**config.mk**
```make
export PLATFORM = sky130hd
export DESIGN_NAME = ucb_cfg_regs
export DESIGN_NICKNAME = d
export VERILOG_FILES = /design/src/common/ucb_pkg.sv /design/src/rtl/ucb_cfg_regs.sv /design/src/rtl/ucb_pad_drive.sv /design/src/rtl/ucb_scl_watch.sv
export VERILOG_INCLUDE_DIRS = /design/src /design/src/common
export SDC_FILE = /design/constraint.sdc
export NUM_CORES = 1
export LEC_CHECK = 0
export ABC_CLOCK_PERIOD_IN_PS = 16900
export BUFFER_PORTS_ARGS = -buffer_cell sky130_fd_sc_hd__buf_2
export CAP_MARGIN = 20
export CORE_ASPECT_RATIO = 1.25
export CORE_MARGIN = 5
export CORE_UTILIZATION = 31
export DETAILED_ROUTE_END_ITERATION = 7
export GPL_TIMING_DRIVEN = 1
export HOLD_SLACK_MARGIN = 0.1
export SLEW_MARGIN = 10
export SYNTH_ARGS = -nofsm -noshare
export SYNTH_HDL_FRONTEND = slang
export SYNTH_SLANG_ARGS = --single-unit
```
**constraint.sdc**
```tcl
create_clock -name REF_CLK -period 16.9 [get_ports REF_CLK]
set_input_delay 3.38 -clock REF_CLK [delete_from_list [all_inputs] [get_ports REF_CLK]]
set_output_delay 3.38 -clock REF_CLK [all_outputs]
set_load 0.05 [all_outputs]
```
**src/common/ucb_map.svh**
```systemverilog
/*
 Offsets, reset values, field positions, codes and timing figures
 of the bridge configuration register bank.
 Assumes inclusion by bare name from the package and design files.
*/
`ifndef UCB_MAP_SVH
`define UCB_MAP_SVH
`define UCB_ADDR_BAUD_LO 8'h00
`define UCB_ADDR_BAUD_HI 8'h01
`define UCB_ADDR_CONF_LO 8'h02
`define UCB_ADDR_CONF_HI 8'h03
`define UCB_ADDR_LEVEL 8'h04
`define UCB_ADDR_RSVD 8'h05
`define UCB_ADDR_OWN 8'h06
`define UCB_ADDR_SCL_LO 8'h07
`define UCB_ADDR_SCL_HI 8'h08
`define UCB_ADDR_TMO 8'h09
`define UCB_ADDR_RESULT 8'h0A
`define UCB_RST_BAUD_LO 8'hF0
`define UCB_RST_BAUD_HI 8'h02
`define UCB_RST_CONF 8'h55
`define UCB_RST_LEVEL 8'h0F
`define UCB_RST_OWN 8'h26
`define UCB_RST_SCL 8'h13
`define UCB_RST_TMO 8'h66
`define UCB_RST_RESULT 4'h0
`define UCB_ZERO8 8'h00
`define UCB_MODE_QUASI 2'h0
`define UCB_MODE_INPUT 2'h1
`define UCB_MODE_PUSH 2'h2
`define UCB_MODE_OPEN 2'h3
`define UCB_RES_TIMEOUT 4'h8
`define UCB_RESULT_UPPER 4'hF
`define UCB_BAUD_BASE 17'h00010
`define UCB_SCL_MIN_SUM 9'h00A
`define UCB_SCL_SAFE_HALF 8'h05
`define UCB_TMO_EN_BIT 0
`define UCB_TMO_VAL_MSB 7
`define UCB_TMO_VAL_LSB 1
`define UCB_NUM_PINS 8
`define UCB_PRE_W 17
`define UCB_CLK_HZ 20000000
`define UCB_TMO_UNIT_NUM 256
`define UCB_TMO_UNIT_DEN 57600
`define UCB_TMO_TICK_CYCLES (`UCB_CLK_HZ / (`UCB_TMO_UNIT_DEN / `UCB_TMO_UNIT_NUM))
`endif

```
**src/common/ucb_pkg.sv**
```systemverilog
/*
 Types of the bridge configuration register bank.
 Assumes ucb_map.svh is on the include path.
*/
`include "ucb_map.svh"
package ucb_pkg;
    typedef logic [1:0] ucb_pin_mode_type;
    typedef struct packed {
        logic [`UCB_NUM_PINS-1:0] out;
        logic [`UCB_NUM_PINS-1:0] oe;
        logic [`UCB_NUM_PINS-1:0] pull;
    } ucb_pad_type;
    typedef struct packed {
        logic [`UCB_PRE_W-1:0] pre;
        logic [6:0] left;
        logic expire;
    } ucb_tmo_type;
    typedef struct packed {
        logic [7:0] rdata;
        logic rvalid;
        logic [7:0] baud_lo;
        logic [7:0] baud_hi;
        logic [16:0] baud_eff;
        logic [7:0] conf_lo;
        logic [7:0] conf_hi;
        logic [7:0] latch;
        logic [7:0] own_addr;
        logic [7:0] scl_lo;
        logic [7:0] scl_hi;
        logic [7:0] scl_lo_eff;
        logic [7:0] scl_hi_eff;
        logic [7:0] tmo;
        logic [3:0] result;
        logic scl_s1;
        logic scl_s2;
        logic [7:0] pin_s1;
        logic [7:0] pin_s2;
    } ucb_regs_type;
endpackage

```
**src/rtl/ucb_cfg_regs.sv**
```systemverilog
/*
 Configuration and status register bank of the UART-to-bus bridge.
 Holds the baud divisor, pin modes and levels, own address, SCL
 timing, SCL-stuck time-out and the last transfer result.
 Assumes the command parser issues one-cycle REG_WR / REG_RD strobes
 on REF_CLK, and that the bus master drives BUS_* and FRAME_* on the
 same clock. GPIO_IN and SCL_IN are raw pins.
*/
`timescale 1ns/1ps
`include "ucb_map.svh"
module ucb_cfg_regs
    import ucb_pkg::*;
#(
    parameter int TMO_TICK_CYCLES = `UCB_TMO_TICK_CYCLES
)
(
    input wire logic REF_CLK, // 20 MHz reference
    input wire logic RESETN, // Asynchronous reset, low active
    input wire logic REG_WR, // Register write strobe
    input wire logic REG_RD, // Register read strobe
    input wire logic [7:0] REG_ADDR, // Register address
    input wire logic [7:0] REG_WDATA, // Write data
    output logic [7:0] REG_RDATA, // Read data
    output logic REG_RVALID, // Read data valid pulse
    input wire logic [7:0] GPIO_IN, // Pin levels from pads
    output logic [7:0] GPIO_OUT, // Pin output value
    output logic [7:0] GPIO_OE, // Pin strong drive enable
    output logic [7:0] GPIO_PULLUP, // Pin weak pull-up enable
    input wire logic SCL_IN, // SCL wire level
    input wire logic BUS_ACTIVE, // Bus master running
    input wire logic BUS_STEP, // Bus master state change
    input wire logic FRAME_DONE, // Frame finished pulse
    input wire logic [3:0] FRAME_CODE, // Frame outcome code
    output logic [16:0] BAUD_DIVISOR, // Active UART rate divisor
    output logic [7:0] OWN_ADDRESS, // Own bus address
    output logic [7:0] SCL_HIGH_COUNT, // SCL high period count
    output logic [7:0] SCL_LOW_COUNT, // SCL low period count
    output logic MASTER_RESET // Time-out reset pulse
);
    logic [1:0] rst_sync_ff;
    logic rst_n;
    ucb_regs_type st_ff;
    ucb_regs_type nxt_st;
    logic [7:0] rd_val;
    logic [8:0] scl_sum;
    logic tmo_expire;
    ucb_pad_type pad;

    // Release is synchronous so no flop sees a partial reset edge
    always_ff @(posedge REF_CLK or negedge RESETN) begin
        if (!RESETN) begin
            rst_sync_ff <= 2'h0;
        end else begin
            rst_sync_ff <= {rst_sync_ff[0], 1'b1};
        end
    end
    assign rst_n = rst_sync_ff[1];

    always_comb begin
        nxt_st = st_ff;
        rd_val = `UCB_ZERO8;
        scl_sum = {1'b0, st_ff.scl_hi} + {1'b0, st_ff.scl_lo};
        nxt_st.rvalid = 1'b0;
        nxt_st.scl_s1 = SCL_IN;
        nxt_st.scl_s2 = st_ff.scl_s1;
        nxt_st.pin_s1 = GPIO_IN;
        nxt_st.pin_s2 = st_ff.pin_s1;
        if (REG_WR) begin
            case (REG_ADDR)
                `UCB_ADDR_BAUD_LO: begin
                    // Held back until the high byte arrives
                    nxt_st.baud_lo = REG_WDATA;
                end
                `UCB_ADDR_BAUD_HI: begin
                    nxt_st.baud_hi = REG_WDATA;
                    nxt_st.baud_eff = `UCB_BAUD_BASE +
                        {1'b0, REG_WDATA, st_ff.baud_lo};
                end
                `UCB_ADDR_CONF_LO: begin
                    nxt_st.conf_lo = REG_WDATA;
                end
                `UCB_ADDR_CONF_HI: begin
                    nxt_st.conf_hi = REG_WDATA;
                end
                `UCB_ADDR_LEVEL: begin
                    nxt_st.latch = REG_WDATA;
                end
                `UCB_ADDR_OWN: begin
                    // Bit 0 kept as written; software is to leave it 0
                    nxt_st.own_addr = REG_WDATA;
                end
                `UCB_ADDR_SCL_LO: begin
                    nxt_st.scl_lo = REG_WDATA;
                end
                `UCB_ADDR_SCL_HI: begin
                    nxt_st.scl_hi = REG_WDATA;
                end
                `UCB_ADDR_TMO: begin
                    nxt_st.tmo = REG_WDATA;
                end
                default: begin
                    // Reserved, result and unmapped slots ignore writes
                    nxt_st = nxt_st;
                end
            endcase
        end
        case (REG_ADDR)
            `UCB_ADDR_BAUD_LO: rd_val = st_ff.baud_lo;
            `UCB_ADDR_BAUD_HI: rd_val = st_ff.baud_hi;
            `UCB_ADDR_CONF_LO: rd_val = st_ff.conf_lo;
            `UCB_ADDR_CONF_HI: rd_val = st_ff.conf_hi;
            `UCB_ADDR_LEVEL: rd_val = st_ff.pin_s2;
            `UCB_ADDR_OWN: rd_val = st_ff.own_addr;
            `UCB_ADDR_SCL_LO: rd_val = st_ff.scl_lo;
            `UCB_ADDR_SCL_HI: rd_val = st_ff.scl_hi;
            `UCB_ADDR_TMO: rd_val = st_ff.tmo;
            `UCB_ADDR_RESULT: begin
                rd_val = {`UCB_RESULT_UPPER, st_ff.result};
            end
            default: rd_val = `UCB_ZERO8;
        endcase
        if (REG_RD) begin
            nxt_st.rvalid = 1'b1;
            nxt_st.rdata = rd_val;
        end
        // A sum under the floor would overrun the bus rate; fall back
        if (scl_sum < `UCB_SCL_MIN_SUM) begin
            nxt_st.scl_hi_eff = `UCB_SCL_SAFE_HALF;
            nxt_st.scl_lo_eff = `UCB_SCL_SAFE_HALF;
        end else begin
            nxt_st.scl_hi_eff = st_ff.scl_hi;
            nxt_st.scl_lo_eff = st_ff.scl_lo;
        end
        // A time-out in the same cycle as a frame end outranks it
        if (tmo_expire) begin
            nxt_st.result = `UCB_RES_TIMEOUT;
        end else if (FRAME_DONE) begin
            nxt_st.result = FRAME_CODE;
        end
    end

    always_ff @(posedge REF_CLK or negedge rst_n) begin
        if (!rst_n) begin
            st_ff <= '0;
            st_ff.baud_lo <= `UCB_RST_BAUD_LO;
            st_ff.baud_hi <= `UCB_RST_BAUD_HI;
            st_ff.baud_eff <= `UCB_BAUD_BASE +
                {1'b0, `UCB_RST_BAUD_HI, `UCB_RST_BAUD_LO};
            st_ff.conf_lo <= `UCB_RST_CONF;
            st_ff.conf_hi <= `UCB_RST_CONF;
            st_ff.latch <= `UCB_RST_LEVEL;
            st_ff.own_addr <= `UCB_RST_OWN;
            st_ff.scl_lo <= `UCB_RST_SCL;
            st_ff.scl_hi <= `UCB_RST_SCL;
            st_ff.scl_lo_eff <= `UCB_RST_SCL;
            st_ff.scl_hi_eff <= `UCB_RST_SCL;
            st_ff.tmo <= `UCB_RST_TMO;
            st_ff.result <= `UCB_RST_RESULT;
        end else begin
            st_ff <= nxt_st;
        end
    end

    ucb_pad_drive u_pad (
        .clk(REF_CLK),
        .rst_n(rst_n),
        .mode({st_ff.conf_hi, st_ff.conf_lo}),
        .latch(st_ff.latch),
        .pad(pad)
    );

    ucb_scl_watch #(
        .TICK_CYCLES(TMO_TICK_CYCLES)
    ) u_watch (
        .clk(REF_CLK),
        .rst_n(rst_n),
        .enable(st_ff.tmo[`UCB_TMO_EN_BIT]),
        .value(st_ff.tmo[`UCB_TMO_VAL_MSB:`UCB_TMO_VAL_LSB]),
        .scl_low(!st_ff.scl_s2),
        .bus_active(BUS_ACTIVE),
        .bus_step(BUS_STEP),
        .expire(tmo_expire)
    );

    assign REG_RDATA = st_ff.rdata;
    assign REG_RVALID = st_ff.rvalid;
    assign GPIO_OUT = pad.out;
    assign GPIO_OE = pad.oe;
    assign GPIO_PULLUP = pad.pull;
    assign BAUD_DIVISOR = st_ff.baud_eff;
    assign OWN_ADDRESS = st_ff.own_addr;
    assign SCL_HIGH_COUNT = st_ff.scl_hi_eff;
    assign SCL_LOW_COUNT = st_ff.scl_lo_eff;
    assign MASTER_RESET = tmo_expire;

    baud_apply_a: assert property (
        @(posedge REF_CLK) disable iff (!rst_n)
        REG_WR && REG_ADDR == `UCB_ADDR_BAUD_HI |=>
        BAUD_DIVISOR == `UCB_BAUD_BASE +
        {1'b0, $past(REG_WDATA), $past(st_ff.baud_lo)})
        else $error("divisor not applied on high byte write");
    baud_hold_a: assert property (
        @(posedge REF_CLK) disable iff (!rst_n)
        REG_WR && REG_ADDR == `UCB_ADDR_BAUD_LO |=> $stable(BAUD_DIVISOR))
        else $error("divisor changed on low byte write");
    level_read_a: assert property (
        @(posedge REF_CLK) disable iff (!rst_n)
        REG_RD && REG_ADDR == `UCB_ADDR_LEVEL |=>
        REG_RVALID && REG_RDATA == $past(st_ff.pin_s2))
        else $error("level read not the sampled pins");
    latch_load_a: assert property (
        @(posedge REF_CLK) disable iff (!rst_n)
        REG_WR && REG_ADDR == `UCB_ADDR_LEVEL |=>
        st_ff.latch == $past(REG_WDATA))
        else $error("latch not loaded");
    result_upper_a: assert property (
        @(posedge REF_CLK) disable iff (!rst_n)
        REG_RD && REG_ADDR == `UCB_ADDR_RESULT |=>
        REG_RDATA == {`UCB_RESULT_UPPER, $past(st_ff.result)})
        else $error("result read wrong");
    rsvd_zero_a: assert property (
        @(posedge REF_CLK) disable iff (!rst_n)
        REG_RD && REG_ADDR == `UCB_ADDR_RSVD |=> REG_RDATA == `UCB_ZERO8)
        else $error("reserved slot reads nonzero");
    timeout_code_a: assert property (
        @(posedge REF_CLK) disable iff (!rst_n)
        MASTER_RESET |=> st_ff.result == `UCB_RES_TIMEOUT)
        else $error("time-out not recorded");
    scl_floor_a: assert property (
        @(posedge REF_CLK) disable iff (!rst_n)
        ##1 ({1'b0, SCL_HIGH_COUNT} + {1'b0, SCL_LOW_COUNT})
        >= `UCB_SCL_MIN_SUM)
        else $error("SCL period under the floor");
    rd_valid_a: assert property (
        @(posedge REF_CLK) disable iff (!rst_n)
        REG_RD |=> REG_RVALID)
        else $error("read strobe without valid data");
    rd_idle_a: assert property (
        @(posedge REF_CLK) disable iff (!rst_n)
        !REG_RD |=> !REG_RVALID && $stable(REG_RDATA))
        else $error("read data moved without a read");
    own_load_a: assert property (
        @(posedge REF_CLK) disable iff (!rst_n)
        REG_WR && REG_ADDR == `UCB_ADDR_OWN |=>
        OWN_ADDRESS == $past(REG_WDATA))
        else $error("own address not loaded");
    conf_load_a: assert property (
        @(posedge REF_CLK) disable iff (!rst_n)
        REG_WR && REG_ADDR == `UCB_ADDR_CONF_HI |=>
        st_ff.conf_hi == $past(REG_WDATA))
        else $error("high pin group modes not loaded");
    tmo_load_a: assert property (
        @(posedge REF_CLK) disable iff (!rst_n)
        REG_WR && REG_ADDR == `UCB_ADDR_TMO |=>
        st_ff.tmo == $past(REG_WDATA))
        else $error("time-out register not loaded");
    lo_store_a: assert property (
        @(posedge REF_CLK) disable iff (!rst_n)
        REG_WR && REG_ADDR == `UCB_ADDR_BAUD_LO |=>
        st_ff.baud_lo == $past(REG_WDATA))
        else $error("low divisor byte not stored");
    baud_only_hi_a: assert property (
        @(posedge REF_CLK) disable iff (!rst_n)
        !(REG_WR && REG_ADDR == `UCB_ADDR_BAUD_HI) |=>
        $stable(BAUD_DIVISOR))
        else $error("divisor changed without high byte write");
    frame_code_a: assert property (
        @(posedge REF_CLK) disable iff (!rst_n)
        FRAME_DONE && !MASTER_RESET |=>
        st_ff.result == $past(FRAME_CODE))
        else $error("frame outcome not recorded");
    result_ro_a: assert property (
        @(posedge REF_CLK) disable iff (!rst_n)
        !FRAME_DONE && !MASTER_RESET |=> $stable(st_ff.result))
        else $error("status changed without an event");
    scl_pass_a: assert property (
        @(posedge REF_CLK) disable iff (!rst_n)
        scl_sum >= `UCB_SCL_MIN_SUM |=>
        SCL_HIGH_COUNT == $past(st_ff.scl_hi) &&
        SCL_LOW_COUNT == $past(st_ff.scl_lo))
        else $error("legal SCL counts not passed on");
    pin_sync_a: assert property (
        @(posedge REF_CLK) disable iff (!rst_n)
        $past(rst_n, 2) |-> st_ff.pin_s2 == $past(GPIO_IN, 2))
        else $error("pin levels not two stages late");
endmodule

```
**src/rtl/ucb_pad_drive.sv**
```systemverilog
/*
 Per-pin driver control for the eight general-purpose pins.
 Assumes mode and latch come from the register bank on the same clock;
 the pad itself resolves out, oe and the weak pull-up.
*/
`timescale 1ns/1ps
`include "ucb_map.svh"
module ucb_pad_drive
    import ucb_pkg::*;
(
    input wire logic clk, // Reference clock
    input wire logic rst_n, // Synchronised reset, low active
    input wire logic [15:0] mode, // Two mode bits per pin
    input wire logic [7:0] latch, // Output latch per pin
    output ucb_pad_type pad // Registered drive controls
);
    ucb_pad_type st_ff;
    ucb_pad_type nxt_st;
    logic [7:0] d_out;
    logic [7:0] d_oe;
    logic [7:0] d_pull;

    genvar i;
    generate
        for (i = 0; i < `UCB_NUM_PINS; i++) begin : g_pin
            ucb_pin_mode_type m;
            assign m = mode[2*i+1:2*i];
            // Quasi: strong low, weak high only
            // Input-only: never driven
            // Push-pull: strong both ways
            // Open-drain: low only, never high
            assign d_oe[i] = (m == `UCB_MODE_PUSH) ||
                             ((m != `UCB_MODE_INPUT) && !latch[i]);
            assign d_out[i] = (m == `UCB_MODE_PUSH) && latch[i];
            assign d_pull[i] = (m == `UCB_MODE_QUASI) && latch[i];
        end
    endgenerate

    always_comb begin
        nxt_st = st_ff;
        nxt_st.out = d_out;
        nxt_st.oe = d_oe;
        nxt_st.pull = d_pull;
    end

    always_ff @(posedge clk or negedge rst_n) begin
        if (!rst_n) begin
            st_ff <= '0;
        end else begin
            st_ff <= nxt_st;
        end
    end

    assign pad = st_ff;

    input_off_a: assert property (
        @(posedge clk) disable iff (!rst_n)
        mode[1:0] == `UCB_MODE_INPUT |=> !pad.oe[0] && !pad.pull[0])
        else $error("input-only pin is driven");
    open_high_a: assert property (
        @(posedge clk) disable iff (!rst_n)
        mode[15:14] == `UCB_MODE_OPEN |=> !pad.out[7] && !pad.pull[7]
        && (pad.oe[7] == !$past(latch[7])))
        else $error("open-drain pin drives high or misses low");
    push_both_a: assert property (
        @(posedge clk) disable iff (!rst_n)
        mode[5:4] == `UCB_MODE_PUSH |=> pad.oe[2]
        && (pad.out[2] == $past(latch[2])))
        else $error("push-pull pin not following latch");
    quasi_weak_a: assert property (
        @(posedge clk) disable iff (!rst_n)
        mode[7:6] == `UCB_MODE_QUASI |=> (pad.oe[3] == !$past(latch[3]))
        && (pad.pull[3] == $past(latch[3])) && !pad.out[3])
        else $error("quasi pin drive wrong");
endmodule

```
**src/rtl/ucb_scl_watch.sv**
```systemverilog
/*
 SCL-stuck-low watchdog: counts prescaled ticks while SCL is low and
 raises a one-cycle expire pulse that resets the bus master.
 Assumes scl_low is already synchronised and bus_step comes from the
 master on the same clock.
*/
`timescale 1ns/1ps
`include "ucb_map.svh"
module ucb_scl_watch
    import ucb_pkg::*;
#(
    parameter int TICK_CYCLES = `UCB_TMO_TICK_CYCLES
)
(
    input wire logic clk, // Reference clock
    input wire logic rst_n, // Synchronised reset, low active
    input wire logic enable, // Watchdog enable
    input wire logic [6:0] value, // Tick count allowed
    input wire logic scl_low, // Synchronised SCL is low
    input wire logic bus_active, // Master is running
    input wire logic bus_step, // Master changed state
    output logic expire // One-cycle time-out pulse
);
    localparam logic [`UCB_PRE_W-1:0] LAST = `UCB_PRE_W'(TICK_CYCLES - 1);
    ucb_tmo_type st_ff;
    ucb_tmo_type nxt_st;

    always_comb begin
        nxt_st = st_ff;
        nxt_st.expire = 1'b0;
        if (!enable || !bus_active || !scl_low || bus_step) begin
            nxt_st.pre = '0;
            nxt_st.left = value;
        end else if (st_ff.pre == LAST) begin
            // Coarse unit of 256/57600 s; accuracy is not a goal
            nxt_st.pre = '0;
            if (st_ff.left <= 7'h01) begin
                nxt_st.expire = 1'b1;
                nxt_st.left = value;
            end else begin
                nxt_st.left = st_ff.left - 7'h01;
            end
        end else begin
            nxt_st.pre = st_ff.pre + `UCB_PRE_W'(1);
        end
    end

    always_ff @(posedge clk or negedge rst_n) begin
        if (!rst_n) begin
            st_ff <= '0;
        end else begin
            st_ff <= nxt_st;
        end
    end

    assign expire = st_ff.expire;

    tmo_off_a: assert property (
        @(posedge clk) disable iff (!rst_n)
        !enable |=> !expire)
        else $error("time-out fired while disabled");
    step_reload_a: assert property (
        @(posedge clk) disable iff (!rst_n)
        bus_step |=> st_ff.left == $past(value) && st_ff.pre == '0)
        else $error("counter not reloaded on bus step");
endmodule

```
==> results.md <==
- For this design the top-level I/O count stands at 111.
- The overall routed net length is 22360 µm.
- The post-synth design cell area is 8716 µm².
- The minimum period implied by the final worst setup slack is 5.341 ns.
- The clock network latency to the later pin of the worst-skew pair is 0.43 ns.
- The clock network fraction of design power is 39.9%.
- The tool flagged a number of max-cap violations equal to 0.
- In the final routed layout, each cell accounts on average for 19.06 µm.
- The number of setup violations in the final report is 0.
- The first detailed-routing pass took 5 iterations.
- During synthesis, Yosys emitted a total of 0 warnings.
- In this run the tightest slew margin relative to its limit is 36.10%.
- The iteration-0 DRC count of the detailed router is 409.
- The final cell utilization of the core is 35.78%.
- The area share of fa/ha/maj cells after synthesis is 2.038%.
- The clock tree from TritonCTS is done.
- For met3 alone, demand over resource in global routing was 3.152%.
- The floorplan step defined a die boundary enclosing 31590 µm².
- The cell count after synthesis is 756.
- The number of synthesized register bits is 187.
- The leakage dissipation is 4.556 nW.
- After floorplanning, the core was divided into 68 placement rows.
- The worst flop-to-flop path startpoint is st_ff[46].
- The total clock buffers created by CTS is 17.
- The critical path startpoint is REG_ADDR[1].
- The simple-gate area share of the yosys netlist is 12.70%.
- The count of clock tree sinks is 187.
- After detailed routing, the number of remaining DRC violations is 0.
- Setup repair after global routing left no endpoint under its margin.
- The H-tree was split into 4 levels.
- Clock-pin slew was measured on the worst setup and hold paths at 0.07 ns.
- The final hold slack is 0.3548 ns.
- Summing the areas of all compound-gate instances in the mapped netlist gives 9.460% of the synthesized area.
- Among all flip-flop cells after synthesis, the most frequent one is sky130_fd_sc_hd__dfrtp_1.
- Per report_power, the combinational group accounts for 12.0% of the total.
- For this design, the CTS-stage hold fixing added 0 buffers.
- By area the synthesized netlist is led by sky130_fd_sc_hd__dfrtp_1 (43%), sky130_fd_sc_hd__dfstp_2 (11%), sky130_fd_sc_hd__mux2_2 (11%).
- The endpoint identified for the worst register-to-register timing path is SCL_HIGH_COUNT[5].
- Of all nets on the critical path, the largest fanout is 33.
- The critical path data arrival time is 5.66 ns.
- The number of antenna violations at the first check in global routing was 1.
- The net count after synthesis is 804.
- The initial utilization of the core area, before any placement, comes to 31.52%.
- The slack of the worst reg-to-reg path is 14.34 ns.
- By area, the combinational part of the netlist is dominated by simple AND/OR/NAND/NOR gates.
- The min-delay analysis places its worst path in the category register to asynchronous set/reset pin.
- The final count of hold timing violations is 0.
- The actual transition at the worst max-transition pin is 0.9565 ns.
- Summed over all nets, the half-perimeter wirelength after detailed placement is 16090 µm.
- The horizontal die dimension is 160.0 µm.
- The worst reg-to-reg path cell count is 8.
- The final-report max-slew violation count is 0.
- The fraction of the cycle the final worst path needs is 31.60%.
- Clock skew on the completed layout was measured at 0.01218 ns.
- Summing the sequential cell areas from Yosys gives 54.23% of the chip area.
- Sequential cells burn 48.1% of the power.
- The via count of the first global-routing pass is 6180.
- Multiplexer cells account for 12.47% of the synthesized area.
- The layout cell share with drive strength beyond 1 is 34.26%.
- The internal portion of the total power is 738.7 µW.
- The number of nets in the layout is 858.
- In this run the remaining antenna-violating nets after routing total 0.
- The area added between synthesis and finish is 13.52%.
- Gates resized during post-CTS repair numbered 0.
- The met1 routing resource usage after global routing is 16.94%.
- The count of filler cells inserted in the layout is 2738.
- The final sum of negative setup slack is 0 ns.
- In this run the biggest area consumer among cell types represents 42.78% of the synthesized area.
- The critical path in this run is classified as primary input to register.
- The routed layout has 5973 vias.
- The average footprint of a synthesized cell is 11.53 µm².
- The largest total area in the synthesized netlist belongs to sky130_fd_sc_hd__dfrtp_1.
- The layer with the highest usage after global routing is met2.
- After floorplanning, the core was sized to cover 27650 µm².
- The number of buffers between clock root and the deepest sink is 2.
- STA classifies the critical path endpoint as a register.
- Counting flops with an async set or reset pin after synthesis yields a share of 100.0%.
- Following the worst setup path forward leads to its endpoint at st_ff[87].
- The synthesized netlist devotes 2.512% of its cell area to XOR and XNOR gates.
- The root cell of the clock tree is sky130_fd_sc_hd__clkbuf_16.
- The total congestion overflow is 0.
- The power per standard cell area is 103.9 nW/µm².
- The required arrival time at the worst endpoint is 17.22 ns.
- The net switching share of the total power is 28.17%.
- The congestion estimate from routability-driven global placement came to 0.8759.
- The flow ran to the end, and the final reports show no timing, DRC or antenna violations.
- The count of input and output buffers is 110.
- The number of distinct standard cells referenced by the synthesized netlist is 67.
- The met2 routing resource usage after global routing is 25.66%.
- The switching power total is 289.7 µW.
- Summing all non-filler instances in the final layout gives an area of 9894 µm².
- The fmax is 187.2 MHz.
- The first global-routing pass estimated 35360 µm of wire.
- Post-CTS timing repair inserted 0 buffers for setup.
- The largest vdd supply drop is 0.06521 mV.
- The instance area at placement is 9231 µm².
- The critical path startpoint category is a primary input.
- 0 antenna diodes ended up in the layout.
- The overall global routing resource usage is 14.33%.
- The die is 197.5 µm tall.
- The synthesized design contains 0 enable-type register cells.
- The largest net degree at the start of global routing is 79.
- Using the TritonRoute via totals, the vias-per-cell ratio works out to 5.092.
## flip-flops by register name, indices dropped and copies added, names as in the netlist
register        cells
REG_RDATA           8
u_watch.expire      1
SCL_LOW_COUNT       8
st_ff              86
SCL_HIGH_COUNT      8
REG_RVALID          1
rst_sync_ff         2
OWN_ADDRESS         8
u_watch.st_ff      24
u_pad.pad          24
BAUD_DIVISOR       17
## Yosys cell counts (all sizes together) (5+ instances only)
cell type and n:
and4 6, nand2 54, nor3b 6, xnor2 5, inv 15, a21boi 12, ha 11, dfrtp 149
o21ai 31, nor3 11, dfstp 38, nor4 5, a21o 5, a31oi 7, a32oi 5, and3 13
xor2 20, nand3 24, nand4 8, mux2i 13, a21oi 27, and3b 7, clkbuf 24, a22oi 6
mux2 83, nor2b 8, buf 59, nor2 43
## cells by family after synthesis
group                      Yosys count
xor gates and xnor gates            25
AOI/OAI and AO/OA                  125
adders and majority gates           14
DFF                                187
muxes                               97
other                                1
and+or+nand+nor                    207
buffers and inverters              100
## power by group through the flow
stage                     Clock, mW  Combinational (mW)  Sequential (mW)
final                         0.410               0.123            0.495
after global routing          0.439               0.133            0.498
after CTS                     0.424               0.122            0.496
after detailed placement          0               0.122            0.504
after global placement            0               0.121            0.504
after floorplan                   0              0.0884            0.509
## worst min path at each step
stage / to / slack [ns] / start / cells after the start
2_1_floorplan: rst_sync_ff[1] / 0.33 / rst_sync_ff[0] / 0
3_3_place_gp: st_ff[4] / 0.33 / st_ff[12] / 0
3_5_place_dp: st_ff[16] / 0.34 / st_ff[17] / 0
4_1_cts: st_ff[16] / 0.35 / st_ff[17] / 0
5_1_grt: st_ff[16] / 0.36 / st_ff[17] / 0
6_report: st_ff[20] / 0.35 / rst_sync_ff[1] / 0
## metrics by stage
| step | cells | worst slack, ns | total power, mW |
|---|---|---|---|
| after global placement | 1136 | 11.14 | 0.6243 |
| after CTS | 1168 | 11.62 | 1.042 |
| after detailed placement | 1136 | 11.15 | 0.6257 |
| after global routing | 1173 | 11.52 | 1.071 |
| after floorplan | 756 | 11.37 | 0.5971 |
| final | 1173 | 11.56 | 1.028 |
## critical path, stage by stage
cell,delay (ns)
sky130_fd_sc_hd__buf_2,0.59
sky130_fd_sc_hd__nor2b_1,0.43
sky130_fd_sc_hd__nor2b_1,0.82
sky130_fd_sc_hd__mux2_2,0.42
## per-layer routing
layer  vias to the layer above  routed length (µm)
met4                         2                 503
met1                      3020                9121
met5                         -                  20
met3                        35                 995
met2                       161               11720
li1                       2755                   -
## cell usage in the layout, fill, tap and decap left out, drive strengths merged, types with 12 or more instances in the layout
cell | synthesis | final
nand3 | 24 | 24
dfstp | 38 | 38
a21boi | 12 | 12
clkbuf | 24 | 22
mux2 | 83 | 83
a21oi | 27 | 27
xor2 | 20 | 20
nand2 | 54 | 54
dfrtp | 149 | 149
buf | 59 | 115
o21ai | 31 | 31
and3 | 13 | 13
mux2i | 13 | 13
nor2 | 43 | 43
inv | 15 | 21
## area by class of cell
cell class                      instances  area (µm²)  area share, %
Sequential cell                       187        4731          47.81
Multi-Input combinational cell        469        3426          34.62
Timing Repair Buffer                  118       635.6          6.424
Tap cell                              350       437.9          4.426
Clock inverter                         13       157.7          1.593
Clock buffer                           19       442.9          4.476
Inverter                               17       63.81         0.6449
Note: power is estimated with default switching activity, not from simulation.
